==> config.mk <==
export PLATFORM = sky130hd
export DESIGN_NAME = operand_addressing_modes
export DESIGN_NICKNAME = d
export VERILOG_FILES = /design/src/opmode_pkg.sv /design/src/operand_addressing_modes.sv
export SDC_FILE = /design/constraint.sdc
export NUM_CORES = 1
export LEC_CHECK = 0
export ABC_AREA = 0
export BUFFER_PORTS_ARGS = -buffer_cell sky130_fd_sc_hd__buf_2
export CORE_ASPECT_RATIO = 0.7
export CORE_MARGIN = 4
export CORE_UTILIZATION = 30
export CTS_CLUSTER_SIZE = 30
export DETAILED_ROUTE_END_ITERATION = 6
export REMOVE_ABC_BUFFERS = 1
export SLEW_MARGIN = 20
export SYNTH_ARGS = -nofsm -noshare
export SYNTH_HDL_FRONTEND = slang
export SYNTH_SLANG_ARGS = --single-unit
==> constraint.sdc <==
create_clock -name clk -period 6.39 [get_ports clk]
set_input_delay 0.639 -clock clk [delete_from_list [all_inputs] [get_ports clk]]
set_output_delay 0.639 -clock clk [all_outputs]
set_load 0.01 [all_outputs]
==> src/opmode_pkg.sv <==
// Package for the operand addressing-mode decoder.
// Assumes a 16-bit instruction word stream and 32-bit bit addresses.
package opmode_pkg;

  localparam int WORD_W       = 16;
  localparam int ADDR_W       = 32;
  localparam int CONST_W      = 5;
  localparam int COORD_W      = 16;
  localparam int WORD_BITS    = 16;
  localparam logic [31:0] WORD_STEP = 32'h0000_0010;
  localparam logic [31:0] ZERO32    = 32'h0000_0000;

  // Eight operand addressing modes
  typedef enum logic [2:0] {
    AM_IMM, AM_ABS, AM_REG, AM_IND, AM_OFS, AM_POSTINC, AM_PREDEC, AM_XY
  } addr_mode_t;

  // Immediate kinds for immediate mode
  typedef enum logic [1:0] {
    IMM_CONST, IMM_SHORT, IMM_LONG
  } imm_kind_t;

  typedef struct packed {
    addr_mode_t  srcMode;
    addr_mode_t  dstMode;
    imm_kind_t   immKind;
    logic        srcFile;
    logic        dstFile;
    logic        isPlainMove;
    logic [3:0]  srcReg;
    logic [3:0]  dstReg;
    logic [4:0]  konst;
    logic [5:0]  fieldSize;
    logic        pixelOp;
  } op_req_t;

  typedef struct packed {
    logic [31:0] srcAddr;
    logic [31:0] dstAddr;
    logic [31:0] srcValue;
    logic [31:0] writeData;
    logic [15:0] xCoord;
    logic [15:0] yCoord;
    logic        regWriteback;
    logic [3:0]  wbReg;
    logic        wbFile;
    logic [31:0] wbValue;
    logic [31:0] nextPc;
    logic        illegal;
  } op_res_t;

endpackage

==> src/operand_addressing_modes.sv <==
// Operand fetch and effective-address generator for one instruction.
// Expects the instruction word stream already fetched and register values
// already read by the core; one request handled per accepted start.
`timescale 1ns/1ps
`default_nettype none

// What this block does
// [RL1] Short immediate is 16-bit signed, sign-extended to 32 bits.
// [RL2] Long immediate is 32-bit signed, from two extension words.
// [RL3] Constant is 5 bits inside the opcode, no extension word.
// [RL4] Immediate source always pairs with register-direct destination.
// [RL5] Register-direct pair shares one file except the plain move.
// [RL6] Absolute mode takes a 32-bit address from following words; a destination after source words gets the second word twice.
// [RL7] Register-indirect uses register contents unchanged as address.
// [RL8] Offset mode adds signed offset; register left unchanged.
// [RL9] Postincrement uses current value, then adds field size; a source is not written back when the destination also is.
// [RL10] Predecrement subtracts field size first, uses and keeps result; a source does not keep it when the destination also writes back.
// [RL11] Register-to-memory field move writes only low field-size bits.
// [RL12] XY-indirect register is an XY address; pixel from source low end.
// [RL13] Program counter advances past all extension words.
// [RL14] Exactly eight addressing modes are decoded.
// [RL15] XY register holds signed Y in upper half, signed X lower half.
// [RL16] Address arithmetic wraps modulo two to the 32nd, no trap.
module operand_addressing_modes #(
  parameter int ADDR_WIDTH = 32
) (
  input  wire logic                 clk,
  input  wire logic                 rst,
  input  wire logic                 clkEn,
  input  wire logic                 start,
  input  wire opmode_pkg::op_req_t  req,
  input  wire logic [31:0]          pc,
  input  wire logic [15:0]          extWord0,
  input  wire logic [15:0]          extWord1,
  input  wire logic [31:0]          srcRegValue,
  input  wire logic [31:0]          dstRegValue,
  output logic                      done,
  output opmode_pkg::op_res_t       res
);
  import opmode_pkg::*;

  op_res_t res_q;
  op_res_t res_d;
  logic    done_q;
  logic    done_d;

  // Masks a register value to its lowest fieldSize bits; 0 stands for 32
  function automatic logic [31:0] fieldMask(input logic [31:0] v, input logic [5:0] fs);
    logic [31:0] m;
    m = (fs == 6'h00 || fs >= 6'h20) ? 32'hFFFF_FFFF : ((32'h0000_0001 << fs) - 32'h0000_0001);
    return v & m;
  endfunction

  function automatic logic [31:0] fsExt(input logic [5:0] fs);
    return (fs == 6'h00) ? 32'h0000_0020 : {26'h0, fs};
  endfunction

  // Extension words a mode consumes, in 16-bit units
  function automatic logic [1:0] extWords(input addr_mode_t m, input imm_kind_t k);
    logic [1:0] n;
    n = 2'h0;
    unique case (m) // RL14
      AM_IMM:  n = (k == IMM_LONG) ? 2'h2 : ((k == IMM_SHORT) ? 2'h1 : 2'h0);
      AM_ABS:  n = 2'h2;
      AM_OFS:  n = 2'h1;
      AM_REG, AM_IND, AM_POSTINC, AM_PREDEC, AM_XY: n = 2'h0;
    endcase
    return n;
  endfunction

  // Effective address of one memory operand; immediate and register give zero
  function automatic logic [31:0] effAddr(input addr_mode_t m, input logic [31:0] r,
                                          input logic [31:0] absA, input logic [31:0] ofs,
                                          input logic [31:0] fs);
    logic [31:0] a;
    a = r;
    unique case (m)
      AM_ABS:     a = absA; // RL6
      AM_IND:     a = r; // RL7
      AM_OFS:     a = r + ofs; // RL8 RL16
      AM_POSTINC: a = r; // RL9
      AM_PREDEC:  a = r - fs; // RL10 RL16
      AM_XY:      a = r; // RL12
      AM_IMM, AM_REG: a = ZERO32;
    endcase
    return a;
  endfunction

  logic [31:0] absAddr;
  logic [31:0] srcOfs32;
  logic [31:0] dstOfs32;
  logic [31:0] fsz;
  logic [2:0]  srcWords;
  logic [2:0]  dstWords;
  logic [15:0] dstExt0;
  logic [15:0] dstExt1;

  always_comb
  begin
    res_d   = res_q;
    done_d  = 1'b0;
    fsz     = fsExt(req.fieldSize);
    srcWords = {1'b0, extWords(req.srcMode, req.immKind)};
    dstWords = {1'b0, extWords(req.dstMode, req.immKind)};
    // Source extension words come first; destination words follow them
    absAddr = (req.srcMode == AM_ABS) ? {extWord1, extWord0} : ZERO32; // RL6
    dstExt0 = (srcWords == 3'h0) ? extWord0 : extWord1;
    // Only two words arrive, so an absolute destination after a source word is cut short
    dstExt1 = extWord1;
    // A source offset owns the first word; a destination offset takes the next one
    srcOfs32 = {{16{extWord0[15]}}, extWord0}; // RL8
    dstOfs32 = {{16{dstExt0[15]}}, dstExt0}; // RL8
    if (start)
    begin
      done_d          = 1'b1;
      res_d.illegal   = 1'b0;
      res_d.regWriteback = 1'b0;
      res_d.wbReg     = req.srcReg;
      res_d.wbFile    = req.srcFile;
      res_d.wbValue   = ZERO32;
      res_d.xCoord    = 16'h0000;
      res_d.yCoord    = 16'h0000;
      res_d.writeData = srcRegValue;
      // Source operand
      if (req.srcMode == AM_IMM)
      begin
        unique case (req.immKind)
          IMM_SHORT: res_d.srcValue = {{16{extWord0[15]}}, extWord0}; // RL1
          IMM_LONG:  res_d.srcValue = {extWord1, extWord0}; // RL2
          default:   res_d.srcValue = {27'h0, req.konst}; // RL3
        endcase
        if (req.dstMode != AM_REG)
          res_d.illegal = 1'b1; // RL4
      end
      else
      begin
        res_d.srcValue = srcRegValue;
      end
      if (req.srcMode == AM_REG && req.dstMode == AM_REG &&
          req.srcFile != req.dstFile && !req.isPlainMove)
        res_d.illegal = 1'b1; // RL5
      res_d.srcAddr = effAddr(req.srcMode, srcRegValue, absAddr, srcOfs32, fsz);
      res_d.dstAddr = effAddr(req.dstMode, dstRegValue,
                              (req.dstMode == AM_ABS) ? {dstExt1, dstExt0} : ZERO32,
                              dstOfs32, fsz);
      // Register source to memory, other than a pixel op, writes only the low field bits
      if (req.srcMode == AM_REG && req.dstMode != AM_REG && !req.pixelOp)
        res_d.writeData = fieldMask(srcRegValue, req.fieldSize); // RL11
      if (req.dstMode == AM_XY)
      begin
        res_d.yCoord = dstRegValue[31:16]; // RL15
        res_d.xCoord = dstRegValue[15:0]; // RL15
      end
      else if (req.srcMode == AM_XY)
      begin
        res_d.yCoord = srcRegValue[31:16];
        res_d.xCoord = srcRegValue[15:0];
      end
      // Postincrement/predecrement write back; destination wins if both
      if (req.srcMode == AM_POSTINC || req.srcMode == AM_PREDEC)
      begin
        res_d.regWriteback = 1'b1;
        res_d.wbReg  = req.srcReg;
        res_d.wbFile = req.srcFile;
        res_d.wbValue = (req.srcMode == AM_POSTINC) ? srcRegValue + fsz // RL9 RL16
                                                    : srcRegValue - fsz; // RL10
      end
      if (req.dstMode == AM_POSTINC || req.dstMode == AM_PREDEC)
      begin
        res_d.regWriteback = 1'b1;
        res_d.wbReg  = req.dstReg;
        res_d.wbFile = req.dstFile;
        res_d.wbValue = (req.dstMode == AM_POSTINC) ? dstRegValue + fsz // RL9 RL16
                                                    : dstRegValue - fsz; // RL10
      end
      // Opcode word plus all extension words, in bits
      res_d.nextPc = pc + WORD_STEP + WORD_STEP * {29'h0, srcWords + dstWords}; // RL13
    end
  end

  always_ff @(posedge clk or posedge rst)
  begin
    if (rst)
    begin
      res_q  <= '0;
      done_q <= 1'b0;
    end
    else if (clkEn)
    begin
      res_q  <= res_d;
      done_q <= done_d;
    end
  end

  assign done = done_q;
  assign res  = res_q;

  chk_short_sign: assert property (@(posedge clk) disable iff (rst) // RL1
    clkEn && start && req.srcMode == AM_IMM && req.immKind == IMM_SHORT
    |=> res.srcValue == {{16{$past(extWord0[15])}}, $past(extWord0)})
    else $error("short immediate not sign extended");
  chk_long_imm: assert property (@(posedge clk) disable iff (rst) // RL2
    clkEn && start && req.srcMode == AM_IMM && req.immKind == IMM_LONG
    |=> res.srcValue == {$past(extWord1), $past(extWord0)} && done)
    else $error("long immediate wrong");
  chk_imm_dest: assert property (@(posedge clk) disable iff (rst) // RL4
    clkEn && start && req.srcMode == AM_IMM && req.dstMode != AM_REG |=> res.illegal)
    else $error("immediate to memory not flagged");
  chk_offset_add: assert property (@(posedge clk) disable iff (rst) // RL8
    clkEn && start && req.srcMode == AM_REG && req.dstMode == AM_OFS
    |=> res.dstAddr == $past(dstRegValue) + {{16{$past(extWord0[15])}}, $past(extWord0)}
        && !res.regWriteback)
    else $error("offset address wrong");
  chk_postinc_wb: assert property (@(posedge clk) disable iff (rst) // RL9
    clkEn && start && req.dstMode == AM_POSTINC
    |=> res.dstAddr == $past(dstRegValue) && res.wbValue == res.dstAddr + $past(fsz))
    else $error("postincrement wrong");
  chk_predec_addr: assert property (@(posedge clk) disable iff (rst) // RL10
    clkEn && start && req.dstMode == AM_PREDEC
    |=> res.dstAddr == res.wbValue && res.wbValue == $past(dstRegValue) - $past(fsz))
    else $error("predecrement wrong");
  chk_xy_split: assert property (@(posedge clk) disable iff (rst) // RL15
    clkEn && start && req.dstMode == AM_XY
    |=> {res.yCoord, res.xCoord} == $past(dstRegValue))
    else $error("xy halves wrong");
  chk_pc_advance: assert property (@(posedge clk) disable iff (rst) // RL13
    clkEn && start && req.srcMode == AM_ABS && req.dstMode == AM_REG
    |=> res.nextPc == $past(pc) + 32'h0000_0030)
    else $error("pc not past extension words");
  chk_field_write: assert property (@(posedge clk) disable iff (rst) // RL11
    clkEn && start && req.srcMode == AM_REG && req.dstMode == AM_IND && !req.pixelOp
    && req.fieldSize == 6'h10 |=> res.writeData[31:16] == 16'h0000)
    else $error("field write not masked");
  // Corners that the random mix reaches rarely get checks of their own
  chk_const_imm: assert property (@(posedge clk) disable iff (rst) // RL3
    clkEn && start && req.srcMode == AM_IMM && req.immKind == IMM_CONST
    && req.dstMode == AM_REG
    |=> res.srcValue == {27'h0, $past(req.konst)} && res.nextPc == $past(pc) + WORD_STEP)
    else $error("constant operand wrong");
  chk_short_pc: assert property (@(posedge clk) disable iff (rst) // RL13
    clkEn && start && req.srcMode == AM_IMM && req.immKind == IMM_SHORT
    && req.dstMode == AM_REG |=> res.nextPc == $past(pc) + WORD_STEP + WORD_STEP)
    else $error("pc not past short immediate");
  chk_cross_file: assert property (@(posedge clk) disable iff (rst) // RL5
    clkEn && start && req.srcMode == AM_REG && req.dstMode == AM_REG
    && req.srcFile != req.dstFile && !req.isPlainMove |=> res.illegal)
    else $error("cross-file register pair not flagged");
  chk_reg_pair: assert property (@(posedge clk) disable iff (rst) // RL5
    clkEn && start && req.srcMode == AM_REG && req.dstMode == AM_REG
    && req.srcFile == req.dstFile
    |=> !res.illegal && !res.regWriteback && res.nextPc == $past(pc) + WORD_STEP)
    else $error("same-file register pair wrong");
  chk_abs_src: assert property (@(posedge clk) disable iff (rst) // RL6
    clkEn && start && req.srcMode == AM_ABS
    |=> res.srcAddr == {$past(extWord1), $past(extWord0)})
    else $error("absolute source address wrong");
  chk_ind_addr: assert property (@(posedge clk) disable iff (rst) // RL7
    clkEn && start && req.srcMode == AM_REG && req.dstMode == AM_IND
    |=> res.dstAddr == $past(dstRegValue) && !res.regWriteback)
    else $error("indirect address not the register");
  chk_two_offsets: assert property (@(posedge clk) disable iff (rst) // RL8
    clkEn && start && req.srcMode == AM_OFS && req.dstMode == AM_OFS
    |=> res.srcAddr == $past(srcRegValue) + {{16{$past(extWord0[15])}}, $past(extWord0)}
        && res.dstAddr == $past(dstRegValue) + {{16{$past(extWord1[15])}}, $past(extWord1)})
    else $error("offset words not paired to operands");
  chk_dest_wins: assert property (@(posedge clk) disable iff (rst) // RL9
    clkEn && start && req.srcMode == AM_POSTINC && req.dstMode == AM_POSTINC
    |=> res.regWriteback && res.wbReg == $past(req.dstReg) && res.wbFile == $past(req.dstFile)
        && res.wbValue == $past(dstRegValue) + $past(fsz))
    else $error("destination writeback did not win");
  chk_src_predec: assert property (@(posedge clk) disable iff (rst) // RL16
    clkEn && start && req.srcMode == AM_PREDEC && req.dstMode == AM_REG
    |=> res.srcAddr == $past(srcRegValue) - $past(fsz) && res.wbValue == res.srcAddr
        && res.regWriteback)
    else $error("source predecrement wrong");
  chk_pixel_low: assert property (@(posedge clk) disable iff (rst) // RL12
    clkEn && start && req.pixelOp && req.srcMode == AM_REG && req.dstMode == AM_XY
    |=> res.writeData == $past(srcRegValue) && res.dstAddr == $past(dstRegValue))
    else $error("pixel transfer data or address wrong");
  chk_xy_src: assert property (@(posedge clk) disable iff (rst) // RL15
    clkEn && start && req.srcMode == AM_XY && req.dstMode != AM_XY
    |=> {res.yCoord, res.xCoord} == $past(srcRegValue))
    else $error("source xy halves wrong");
  chk_done_pulse: assert property (@(posedge clk) disable iff (rst) // RL14
    clkEn |=> done == $past(start))
    else $error("done does not follow start");
  chk_enable_hold: assert property (@(posedge clk) disable iff (rst) // RL13
    !clkEn |=> $stable(res) && $stable(done))
    else $error("state moved while enable low");

  // Scenarios the bench is expected to reach
  cov_postinc: cover property (@(posedge clk) disable iff (rst)
    clkEn && start && req.srcMode == AM_POSTINC && req.dstMode == AM_POSTINC);
  cov_long_imm: cover property (@(posedge clk) disable iff (rst)
    clkEn && start && req.immKind == IMM_LONG && req.srcMode == AM_IMM);
  cov_xy: cover property (@(posedge clk) disable iff (rst)
    clkEn && start && req.pixelOp && req.dstMode == AM_XY);
  cov_cross_move: cover property (@(posedge clk) disable iff (rst)
    clkEn && start && req.srcMode == AM_REG && req.dstMode == AM_REG
    && req.srcFile != req.dstFile && req.isPlainMove);
  cov_enable_hold: cover property (@(posedge clk) disable iff (rst)
    !clkEn && start);

endmodule

`default_nettype wire

Yosys cells after proc, flatten, opt, wreduce, memory -nomap -nowiden
Cells that the tools add are included. W data, S select, Z words.

Eq/ne operators: 18. Reduce and logical (&&, ||, !) cells: 21. Mux-type cells: 22. Shift operators: 1. $lt $le $gt $ge: 1. Bitwise logic cells: 1. Add/subtract/negate cells: 10.

Operators with widths (count): $pmux W32 S5 (2); $mux W32 (7); $mux W38 (2); $add A32 B32 Y32 (2); $add A32 B6 Y32 (2); $pmux W32 S2 (1); $sub A32 B6 Y32 (2); $add A32 B5 Y32 const B (1); $add A32 B7 Y32 (1); $and A32 B32 Y32 (1); $shl A1 B6 Y32 const A (1); $sub A32 B1 Y32 const B (1); $eq A3 B3 Y1 const B (8); $mux W16 (1); $pmux W2 S4 (2); $eq A3 B2 Y1 const B (4); $reduce_or A5 Y1 (2); $eq A3 B1 Y1 const B (2); $ge A6 B6 Y1 const B (1); $logic_not A3 Y1 (2); $logic_not A6 Y1 (1); $mux W6 (1); $reduce_or A3 Y1 (2); $logic_and A1 B1 Y1 (5); 12 further kinds (20).

Bits in registers: 232. Input port bits: 163. Output and inout port bits: 232.

Depth between registers and ports, before layout
Gate-level depths: netlist of run 1.

Depth after elaboration: 8. Gate-level depth with buffers: 21. Depth with buffers taken out: 19.

Worst setup path after synthesis of run 1
No wires, ideal clock.

Path kind: input -> register. Start point: input req[30] in the netlist's numbering. End point: register res_q, in the netlist res[30]. Arrival time: 4.426 ns. Data required time: 6.261 ns. Setup time: 0.129 ns. Stages on the path: 19. Slack: 1.835 ns. Cell sequence: clkbuf_1 nor2_1 nand2_1 clkbuf_1 a22o_1 a221oi_1 ha_1 ha_1 ha_1 fa_1 a21oi_1 nor4_1 nand2_1 nor2_1 nand3_1 or2_1 nor2_1 xnor2_1 o21ai_1.

Cells in the longest elaborated chain, start to end: 5. Elaborated cells on any way between the ends: 12. Those cells by class: add/sub (2); eq/ne (7); mux (1); reduce/logical (2).

RTL lines: start: declaration (RTL line operand_addressing_modes.sv:31) `input wire opmode_pkg::op_req_t req,`; $eq A3 B2 Y1 or $eq A3 B3 Y1 (tied branches) (RTL line operand_addressing_modes.sv:62) `unique case (m)`; $reduce_or A5 Y1 (RTL line operand_addressing_modes.sv:62); $pmux W2 S4 * (RTL line operand_addressing_modes.sv:62); $add A2 B2 Y3 * (RTL line operand_addressing_modes.sv:177) `res_d.nextPc = pc + WORD_STEP + WORD_STEP * {29'h0, srcWords + dstWords};`; $add A32 B7 Y32 * (RTL line operand_addressing_modes.sv:177); end signal: assignment (RTL line operand_addressing_modes.sv:190) `res_q <= res_d;`; end: declaration (RTL line operand_addressing_modes.sv:42) `op_res_t res_q;`.

Mark *: on every way between the ends. The rest lies on a longest branch, timed or not. A chain may end at the register's enable or synchronous reset.

Final worst setup path of run 1
Start point: input req[30] in the netlist's numbering. End point: register res_q, in the netlist res[32].

The elaborated chain is that of the path after synthesis.

==> results of run 1 <==
==> stage by stage <==
stage / total power, mW / worst slack, ps / std cells / util (%) / cell area, µm²
after floorplan: 2.81 / -610 / 2401 / - / 19100
after global placement: 3.59 / 1040 / 3716 / 34.6 / 22500
after detailed placement: 3.60 / 873 / 3716 / 34.6 / 22500
after CTS: 5.48 / 1490 / 3768 / 36.1 / 23600
after global routing: 5.73 / 844 / 3769 / 36.2 / 23600
final: 5.46 / 1430 / 3772 / 36.2 / 23600
==> power by group <==
group / switching, mW / total, mW / internal [mW]
Combinational: 1.16 / 1.80 / 0.639
Clock: 0.750 / 1.85 / 1.10
Sequential: 0.125 / 1.80 / 1.68
==> critical path, cell delays in order <==
cell      delay (ps)
buf_2            370
nor2b_1          530
nand2b_1         510
o21ai_0          340
ha_1             230
ha_1             260
ha_1             290
ha_1             190
fa_1             220
a21oi_1          130
nor4_1           530
nand2_1          100
nor2_1           230
nand3_1          180
or2_1            290
nor2_1           140
xnor2_1          130
o21ai_1           70
==> cell families after synthesis <==
logic type,Yosys count,synth area share (%)
adders and majority gates,113,7.37
muxes,47,2.48
buffers and inverters,271,5.24
AOI/OAI and AO/OA,855,27.3
xor gates and xnor gates,131,5.76
DFF,232,29.2
and+or+nand+nor,966,22.7
==> metal layers <==
metal  global-route usage, %  routed length [µm]  up-vias
li1                        -                   -    10000
met1                    37.4               41100    10400
met2                    35.5               37400     1247
met3                    7.14               11700      111
met4                    4.53                1870        2
met5                       0                  13        -
==> worst min path at each step <==
stage	endpoint	cells after the start	start
floorplan	res[106]	2	res[106]
global placement	res[3]	2	res[3]
detailed placement	res[7]	2	res[7]
CTS	res[1]	3	pc[0]
global route	res[4]	3	pc[3]
finish	res[4]	2	rst
==> registers in the layout, indices dropped and copies added (netlist names) <==
register,count
res,231
done,1
==> final cells by class <==
class                      instances  area, µm²
antenna                            4       10.0
clock buffer                      38        820
clock inverter                    14        215
fill                            6953      41600
inverter                          57        221
multi-input combinational       2112      13100
sequential                       232       5810
tap                              880       1100
timing repair buffer             435       2300
==> placed cells by master (no fill, tap or decap), types with 10 or more instances in the layout <==
master	instances
a21oi_1	187
o21bai_1	10
nor2b_1	14
buf_4	39
o21ai_0	248
xor2_1	54
o21ai_1	32
mux2i_1	28
a21o_1	40
clkbuf_16	29
a211oi_1	23
o221ai_1	18
buf_2	394
or3_1	23
nor2_1	271
nand3_1	58
ha_1	106
nand2b_1	21
a31oi_1	41
nand4_1	38
o22ai_1	26
dfrtp_1	232
and3_1	28
and2_1	10
nor3b_1	15
inv_1	52
nor4_1	21
a22oi_1	11
mux2_2	18
nand2_1	333
o31ai_1	21
o211ai_1	20
xnor2_1	77
o21a_1	21
nor3_1	67
a221oi_1	64
==> impl_metrics.yaml, run 1 <==
status:
  run_status: "finished, final reports clean"
timing:
  worst_slew_margin_rel_pct: 20.6
  worstMarginPinSlew_ps: 1180
  whs_ps: 211
  finalMaxSlewViolations: 0
  finalHoldViolCount: 0
  fmax_mhz: 202
  fin_crit_sh_pct: 77.5
  rsz0062_at_grt: "false"
  clock_skew_ps: 0
  tns_ps: 0
  finalSetupViolCount: 0
  min_period_ps: 4960
synth:
  post-synth-top-area-cell: "dfrtp_1"
  yosys_warnings: 0
  ys_async_sr_fraction_pct: 100
  yosys.cell_count.top_type: "nand2_1"
  avgSynthCellArea_um2: 7.61
  synth_edf_count: 0
  ys_ff_latch: 232
  synth_cell_type_count: 94
  synth.area.top_cells: "dfrtp_1 29%, ha_1 6.7%, nand2_1 6.3%, o21ai_0 6.2%, nor2_1 5.2%"
  ys_seq_area_share_pct: 29.2
  yosys-top-cells-count: "335 x nand2_1, 275 x nor2_1, 248 x o21ai_0"
  syn_area_mm2: 0.0199
  synth_top_area_share_pct: 29.2
  synth_cells: 2615
  synthFlopType: "dfrtp_1"
detailed_routing:
  wl_per_cell_um: 24.4
  drt-total-wl_mm: 92.1
  drt-pass1-iter-count: 5
  ant_nets: 0
  drt-vias-per-instance: 5.77
  vias: 21800
  drt_iter0_drc: 2896
  drc_errors: 0
global_route:
  overflow: 0
  grt_pass1_vias: 19600
  grt_usage_pct: 24.9
  grt_pass1_wl_mm: 134
  antenna_found_initial: 11
  grt_max_degree: 119
setup_path:
  required_ps: 6830
  reg2regPathDepth: 4
  worstSetupStartpoint: "req[30]"
  arrival_ps: 5400
  worstSetupPathType: "in -> reg"
  r2r_start: "res[196]"
  critPathMaxFanout: 18
  setup.worst_path.start_class: "primary input"
  r2r_end: "res[196]"
  endpoint: "res[32]"
  r2r_slack_ps: 5190
  cp-end-kind: "flop"
cts:
  cts_buffer_depth: 3
  htree_levels: 1
  cts_made_buffers: 29
  cts_root_buf: "clkbuf_16"
  clk_pin_slew_ps: 60
  cts_resized: 0
  clkSinkCount: 232
  clk_latency_ps: 590
  cts_tree: "done"
  cts_hold_buf: 0
  post_cts_buffers: 0
power:
  leakagePower_nw: 10.2
  ir_worst_vdd_mv: 0.169
  power.density_mw_per_mm2: 231
die:
  die_area_mm2: 0.0706
  die_h_um: 224
  core_area_mm2: 0.0652
  die_x_um: 316
  start_util_pct: 30.5
  rows: 78
  io_pins: 395
place:
  io_buffers: 394
  place.gp.congestion: 0.956
  hpwlAfterDp_mm: 70.1
job:
  cap_violations: 0
hold_path:
  hp-class: "in -> async"
layout:
  num-nets-final: 3143
  area_growth_syn_to_layout_pct: 18.5
  drive_above_1_share_pct: 18.8
(Power assumes the default switching activity.)
==> inputs of run 2 (changes only) <==
clock period = 4.8 ns   (was 6.39 ns; I/O delays follow)
==> run 2 against run 1 <==
Net effect: final cell count rose by 1.3%; cell area up 1.5%; worst setup slack got worse by 870 ps.
==> impl_metrics.yaml, run 2 (synthesized netlist as in run 1, its figures left out) <==
status:
  run_status: "finished, final reports clean"
place:
  dp_slack_ps: 33.7
  io_buffers: 394
  hpwlAfterDp_mm: 70.9
  place.gp.congestion: 0.974
hold_path:
  hp-class: "in -> reg"
  hp-start: "pc[1]"
setup_path:
  cp-end-kind: "flop"
  worstSetupStartpoint: "req[23]"
  worstSetupPathType: "in -> reg"
  required_ps: 5300
  critPathMaxFanout: 15
  arrival_ps: 4740
  setup.worst_path.start_class: "primary input"
  r2r_start: "res[196]"
layout:
  area_growth_syn_to_layout_pct: 20.2
  final_common_cell: "buf_2"
  final_cell_mix: "394 x buf_2, 333 x nand2_1, 271 x nor2_1"
  largest_reg_flops: 231
  num-nets-final: 3189
  drive_above_1_share_pct: 20.0
  fillCellCount: 6945
detailed_routing:
  drt-vias-per-instance: 5.73
  drt-total-wl_mm: 92.0
  ant_nets: 0
  wl_per_cell_um: 24.1
  vias: 21900
  drc_errors: 0
  drt_iter0_drc: 2542
  drt-pass1-iter-count: 5
cts:
  clk_pin_slew_ps: 80
  cts_tree: "done"
  htree_levels: 1
  post_cts_buffers: 0
  cts_root_buf: "clkbuf_16"
  cts_made_buffers: 29
  cts_buffer_depth: 3
  clk_latency_ps: 590
  clkSinkCount: 232
die:
  rows: 78
  die_area_mm2: 0.0706
  io_pins: 395
  die_h_um: 224
  die_x_um: 316
  core_area_mm2: 0.0652
  start_util_pct: 30.5
power:
  leakagePower_nw: 10.4
  ir_worst_vdd_mv: 0.260
  power.density_mw_per_mm2: 303
job:
  cap_violations: 0
global_route:
  antenna_found_initial: 17
  grt_pass1_wl_mm: 134
  grt_max_degree: 135
  grt_pass1_vias: 19800
  grt_usage_pct: 24.9
  overflow: 0
timing:
  finalSetupViolCount: 0
  clock_skew_ps: 0
  finalMaxSlewViolations: 0
  finalHoldViolCount: 0
  min_period_ps: 4230
  rsz0062_at_grt: "false"
  fmax_mhz: 236
  worst_slack_ps: 567
  tns_ps: 0
  worstMarginPinSlew_ps: 1210
  worst_slew_margin_rel_pct: 19.5
  fin_crit_sh_pct: 88.2
## run 2: what timing repair did
action | 4_1_cts | 5_1_grt
resized for setup | 0 | 0
endpoints found under the hold margin | 4 | 0
hold buffers | 1 | 0
## run 2: layout make-up
cell class	instances	area [µm²]	share of cell area, %
multi-input combinational	2112	13100	54.7
tap	880	1100	4.60
clock buffer	37	806	3.37
antenna	7	17.5	0.0732
sequential	232	5810	24.3
clock inverter	14	204	0.852
timing repair buffer	481	2680	11.2
inverter	57	221	0.926
## run 2: through the flow
stage | hold slack [ps] | cell area [µm²] | total power [mW] | util [%] | std cells
CTS | 67.5 | 23900 | 7.27 | 36.7 | 3813
global placement | 455 | 22900 | 4.82 | 35.1 | 3761
detailed placement | 460 | 22900 | 4.82 | 35.1 | 3761
finish | 80.6 | 23900 | 7.25 | 36.7 | 3820
global route | 78.5 | 23900 | 7.62 | 36.7 | 3814
floorplan | 507 | 19100 | 3.74 | - | 2401
## run 2: critical path, cell delays in order
cell      delay, ps
buf_2           120
inv_1            50
ha_1            230
o41ai_4         360
buf_4           320
mux2_2          400
fa_1            410
a21o_1          240
a221oi_2        350
a21oi_1         240
a221oi_1        450
buf_4           190
a31oi_1         110
a221oi_1        320
xor2_1          190
o221ai_1        140
o21a_1          140
## run 2: worst paths after layout
kind / slack (ps) / depth (start not counted) / endpoint
setup / recovery: 570 / 17 / res[195]
hold / removal: 80 / 3 / res[2]
setup reg to reg: 3640 / 4 / res[196]
hold reg to reg: 470 / 2 / res[7]
max in group asynchronous: 3100 / 4 / res[110]
min in group asynchronous: 500 / 3 / res[4]
## run 2: power by group
| part | total (mW) | internal (mW) | leakage [nW] | switching (mW) |
|---|---|---|---|---|
| clock network | 2.42 | 1.44 | 0.495 | 0.981 |
| logic | 2.43 | 0.883 | 7.10 | 1.54 |
| registers | 2.40 | 2.24 | 2.82 | 0.163 |
| total | 7.25 | 4.56 | 10.4 | 2.69 |
## run 2: routing by layer
metal  global-route usage, %  share of wire, %
met1                    36.2                44
met2                    35.1                40
met3                    8.63                13
met4                    5.45               2.4
met5                    1.14              0.22
==> inputs of run 3 (changes only) <==
GPL_TIMING_DRIVEN = 0   (was not set)
==> run 3 against run 2 <==
Net effect: sequential power about the same; cell area down 0.28%; critical endpoint is now res[187]; wire length shrank 0.62%.
==> impl_metrics.yaml, run 3 (synthesized netlist as in run 1, its figures left out) <==
timing:
  tns_ps: 0
  finalMaxSlewViolations: 0
  whs_ps: 87.9
  min_period_ps: 4540
  finalSetupViolCount: 0
  rsz0062_at_grt: "false"
  clock_skew_ps: 0
  worst_slew_margin_rel_pct: 22.0
  worstMarginPinSlew_ps: 1170
  fmax_mhz: 220
  fin_crit_sh_pct: 94.5
  finalHoldViolCount: 0
layout:
  largest_reg_flops: 231
  drive_above_1_share_pct: 19.0
  final_cell_mix: "391 x buf_2, 330 x nand2_1, 268 x nor2_1"
  post-route-util_pct: 36.6
  final_common_cell: "buf_2"
  area_growth_syn_to_layout_pct: 19.9
  design_area_mm2: 0.0239
  num-nets-final: 3131
  fillCellCount: 6941
die:
  start_util_pct: 30.5
  die_area_mm2: 0.0706
  die_h_um: 224
  rows: 78
  core_area_mm2: 0.0652
  die_x_um: 316
  io_pins: 395
place:
  dpl_cell_area_mm2: 0.0227
  place.gp.congestion: 0.928
  hpwlAfterDp_mm: 69.3
  io_buffers: 394
detailed_routing:
  wl_per_cell_um: 24.3
  drt-total-wl_mm: 91.4
  drc_errors: 0
  ant_nets: 0
  drt-pass1-iter-count: 6
  vias: 21500
  drt-vias-per-instance: 5.72
  drt_iter0_drc: 2740
power:
  internal_power_mw: 4.55
  power_mw: 7.27
  leakagePower_nw: 10.3
  power.density_mw_per_mm2: 305
  power.switching_mw: 2.72
  p_clk_share_pct: 33.8
  pwr-share-comb_pct: 33.3
  ir_worst_vdd_mv: 0.252
  seqPwrFrac_pct: 32.9
  sw_frac_of_total_pct: 37.4
job:
  cap_violations: 0
setup_path:
  arrival_ps: 4990
  worstPathCellList: "buf_2 > clkinv_1 > a31oi_1 > inv_1 > ha_1 > o21bai_2 > nand3_1 > nor4b_2 > mux2_1 > a221oi_1 > o21ai_1"
  crit_slowest_cell: "a31oi_1"
  required_ps: 5250
  max_stage_delay_ps: 670
  critPathMaxFanout: 16
  setup.worst_path.start_class: "primary input"
  worstSetupStartpoint: "req[4]"
  worstSetupPathType: "in -> reg"
  r2r_start: "res[196]"
  cp-end-kind: "flop"
cts:
  htree_levels: 1
  clk_latency_ps: 580
  cts_buffer_depth: 3
  clkSinkCount: 232
  cts_tree: "done"
  clk_pin_slew_ps: 60
  cts_made_buffers: 29
  cts_root_buf: "clkbuf_16"
status:
  run_status: "finished, final reports clean"
global_route:
  grt_pass1_vias: 19500
  overflow: 0
  grt_max_degree: 89
  grt_usage_pct: 24.7
  antenna_found_initial: 14
  grt_pass1_wl_mm: 133
hold_path:
  hp-start: "pc[1]"
  hp-class: "in -> reg"
-- run 3: changes by cell type in the layout (fill, tap and decap cells not counted), moves of 3 or more --
cell | before | now
buf_16 | 0 | 12
buf_2 | 394 | 391
buf_4 | 82 | 10
clkinv_2 | 6 | 3
clkinv_4 | 1 | 4
nand2_1 | 333 | 330
nor2_1 | 271 | 268
nor2_4 | 0 | 6
-- run 3: path summary, 6_finish.rpt --
kind,endpoint,slack (ps),depth (start not counted)
min in group asynchronous,res[193],460,3
setup reg to reg,res[196],3600,4
max in group asynchronous,res[149],3460,4
setup / recovery,res[187],260,11
hold / removal,res[2],90,3
hold reg to reg,res[4],470,2
-- run 3: worst max-delay path, delay by kind of cell --
kind / cells / cell delay, ps
simple gates: 2 / 1030
mux: 1 / 370
compound gates: 4 / 1590
fa+ha+maj: 1 / 450
buf+inv: 3 / 1060
-- run 3: metrics by stage --
stage | std cells | worst slack (ps)
2_1_floorplan | 2401 | -2040
3_3_place_gp | 3675 | -5950
3_5_place_dp | 3695 | -1630
4_1_cts | 3755 | 38.3
5_1_grt | 3759 | 78.7
6_report | 3762 | 263
-- run 3: layout make-up --
class | count | area [µm²] | area share [%]
antenna | 5 | 12.5 | 0.0524
clock buffer | 36 | 792 | 3.32
clock inverter | 17 | 240 | 1.01
inverter | 57 | 224 | 0.939
multi-input combinational | 2113 | 13200 | 55.3
sequential | 232 | 5810 | 24.3
tap | 880 | 1100 | 4.61
timing repair buffer | 422 | 2480 | 10.4
-- run 3: timing repair --
| item | in CTS | in global routing |
|---|---|---|
| pin swaps | 2 | 2 |
| hold buffers | 1 | 0 |
| endpoints found under the setup margin | 25 | 9 |
| cloned | 1 | 0 |
| endpoints found under the hold margin | 16 | 0 |
| buffers inserted | 5 | 2 |
| gates resized for setup | 5 | 9 |
-- run 3: metal layers --
metal | track usage (%) | share of wire [%]
met5 | 0.134 | 0.056
met1 | 36.4 | 44
met2 | 34.6 | 41
met3 | 8.80 | 13
met4 | 5.04 | 2.2
-- run 3: power groups by stage --
stage	clock network, mW	logic, mW	registers [mW]
floorplan	0	1.19	2.55
global placement	0	2.37	2.42
detailed placement	0	2.37	2.42
CTS	2.52	2.39	2.39
global route	2.58	2.64	2.42
finish	2.45	2.42	2.39
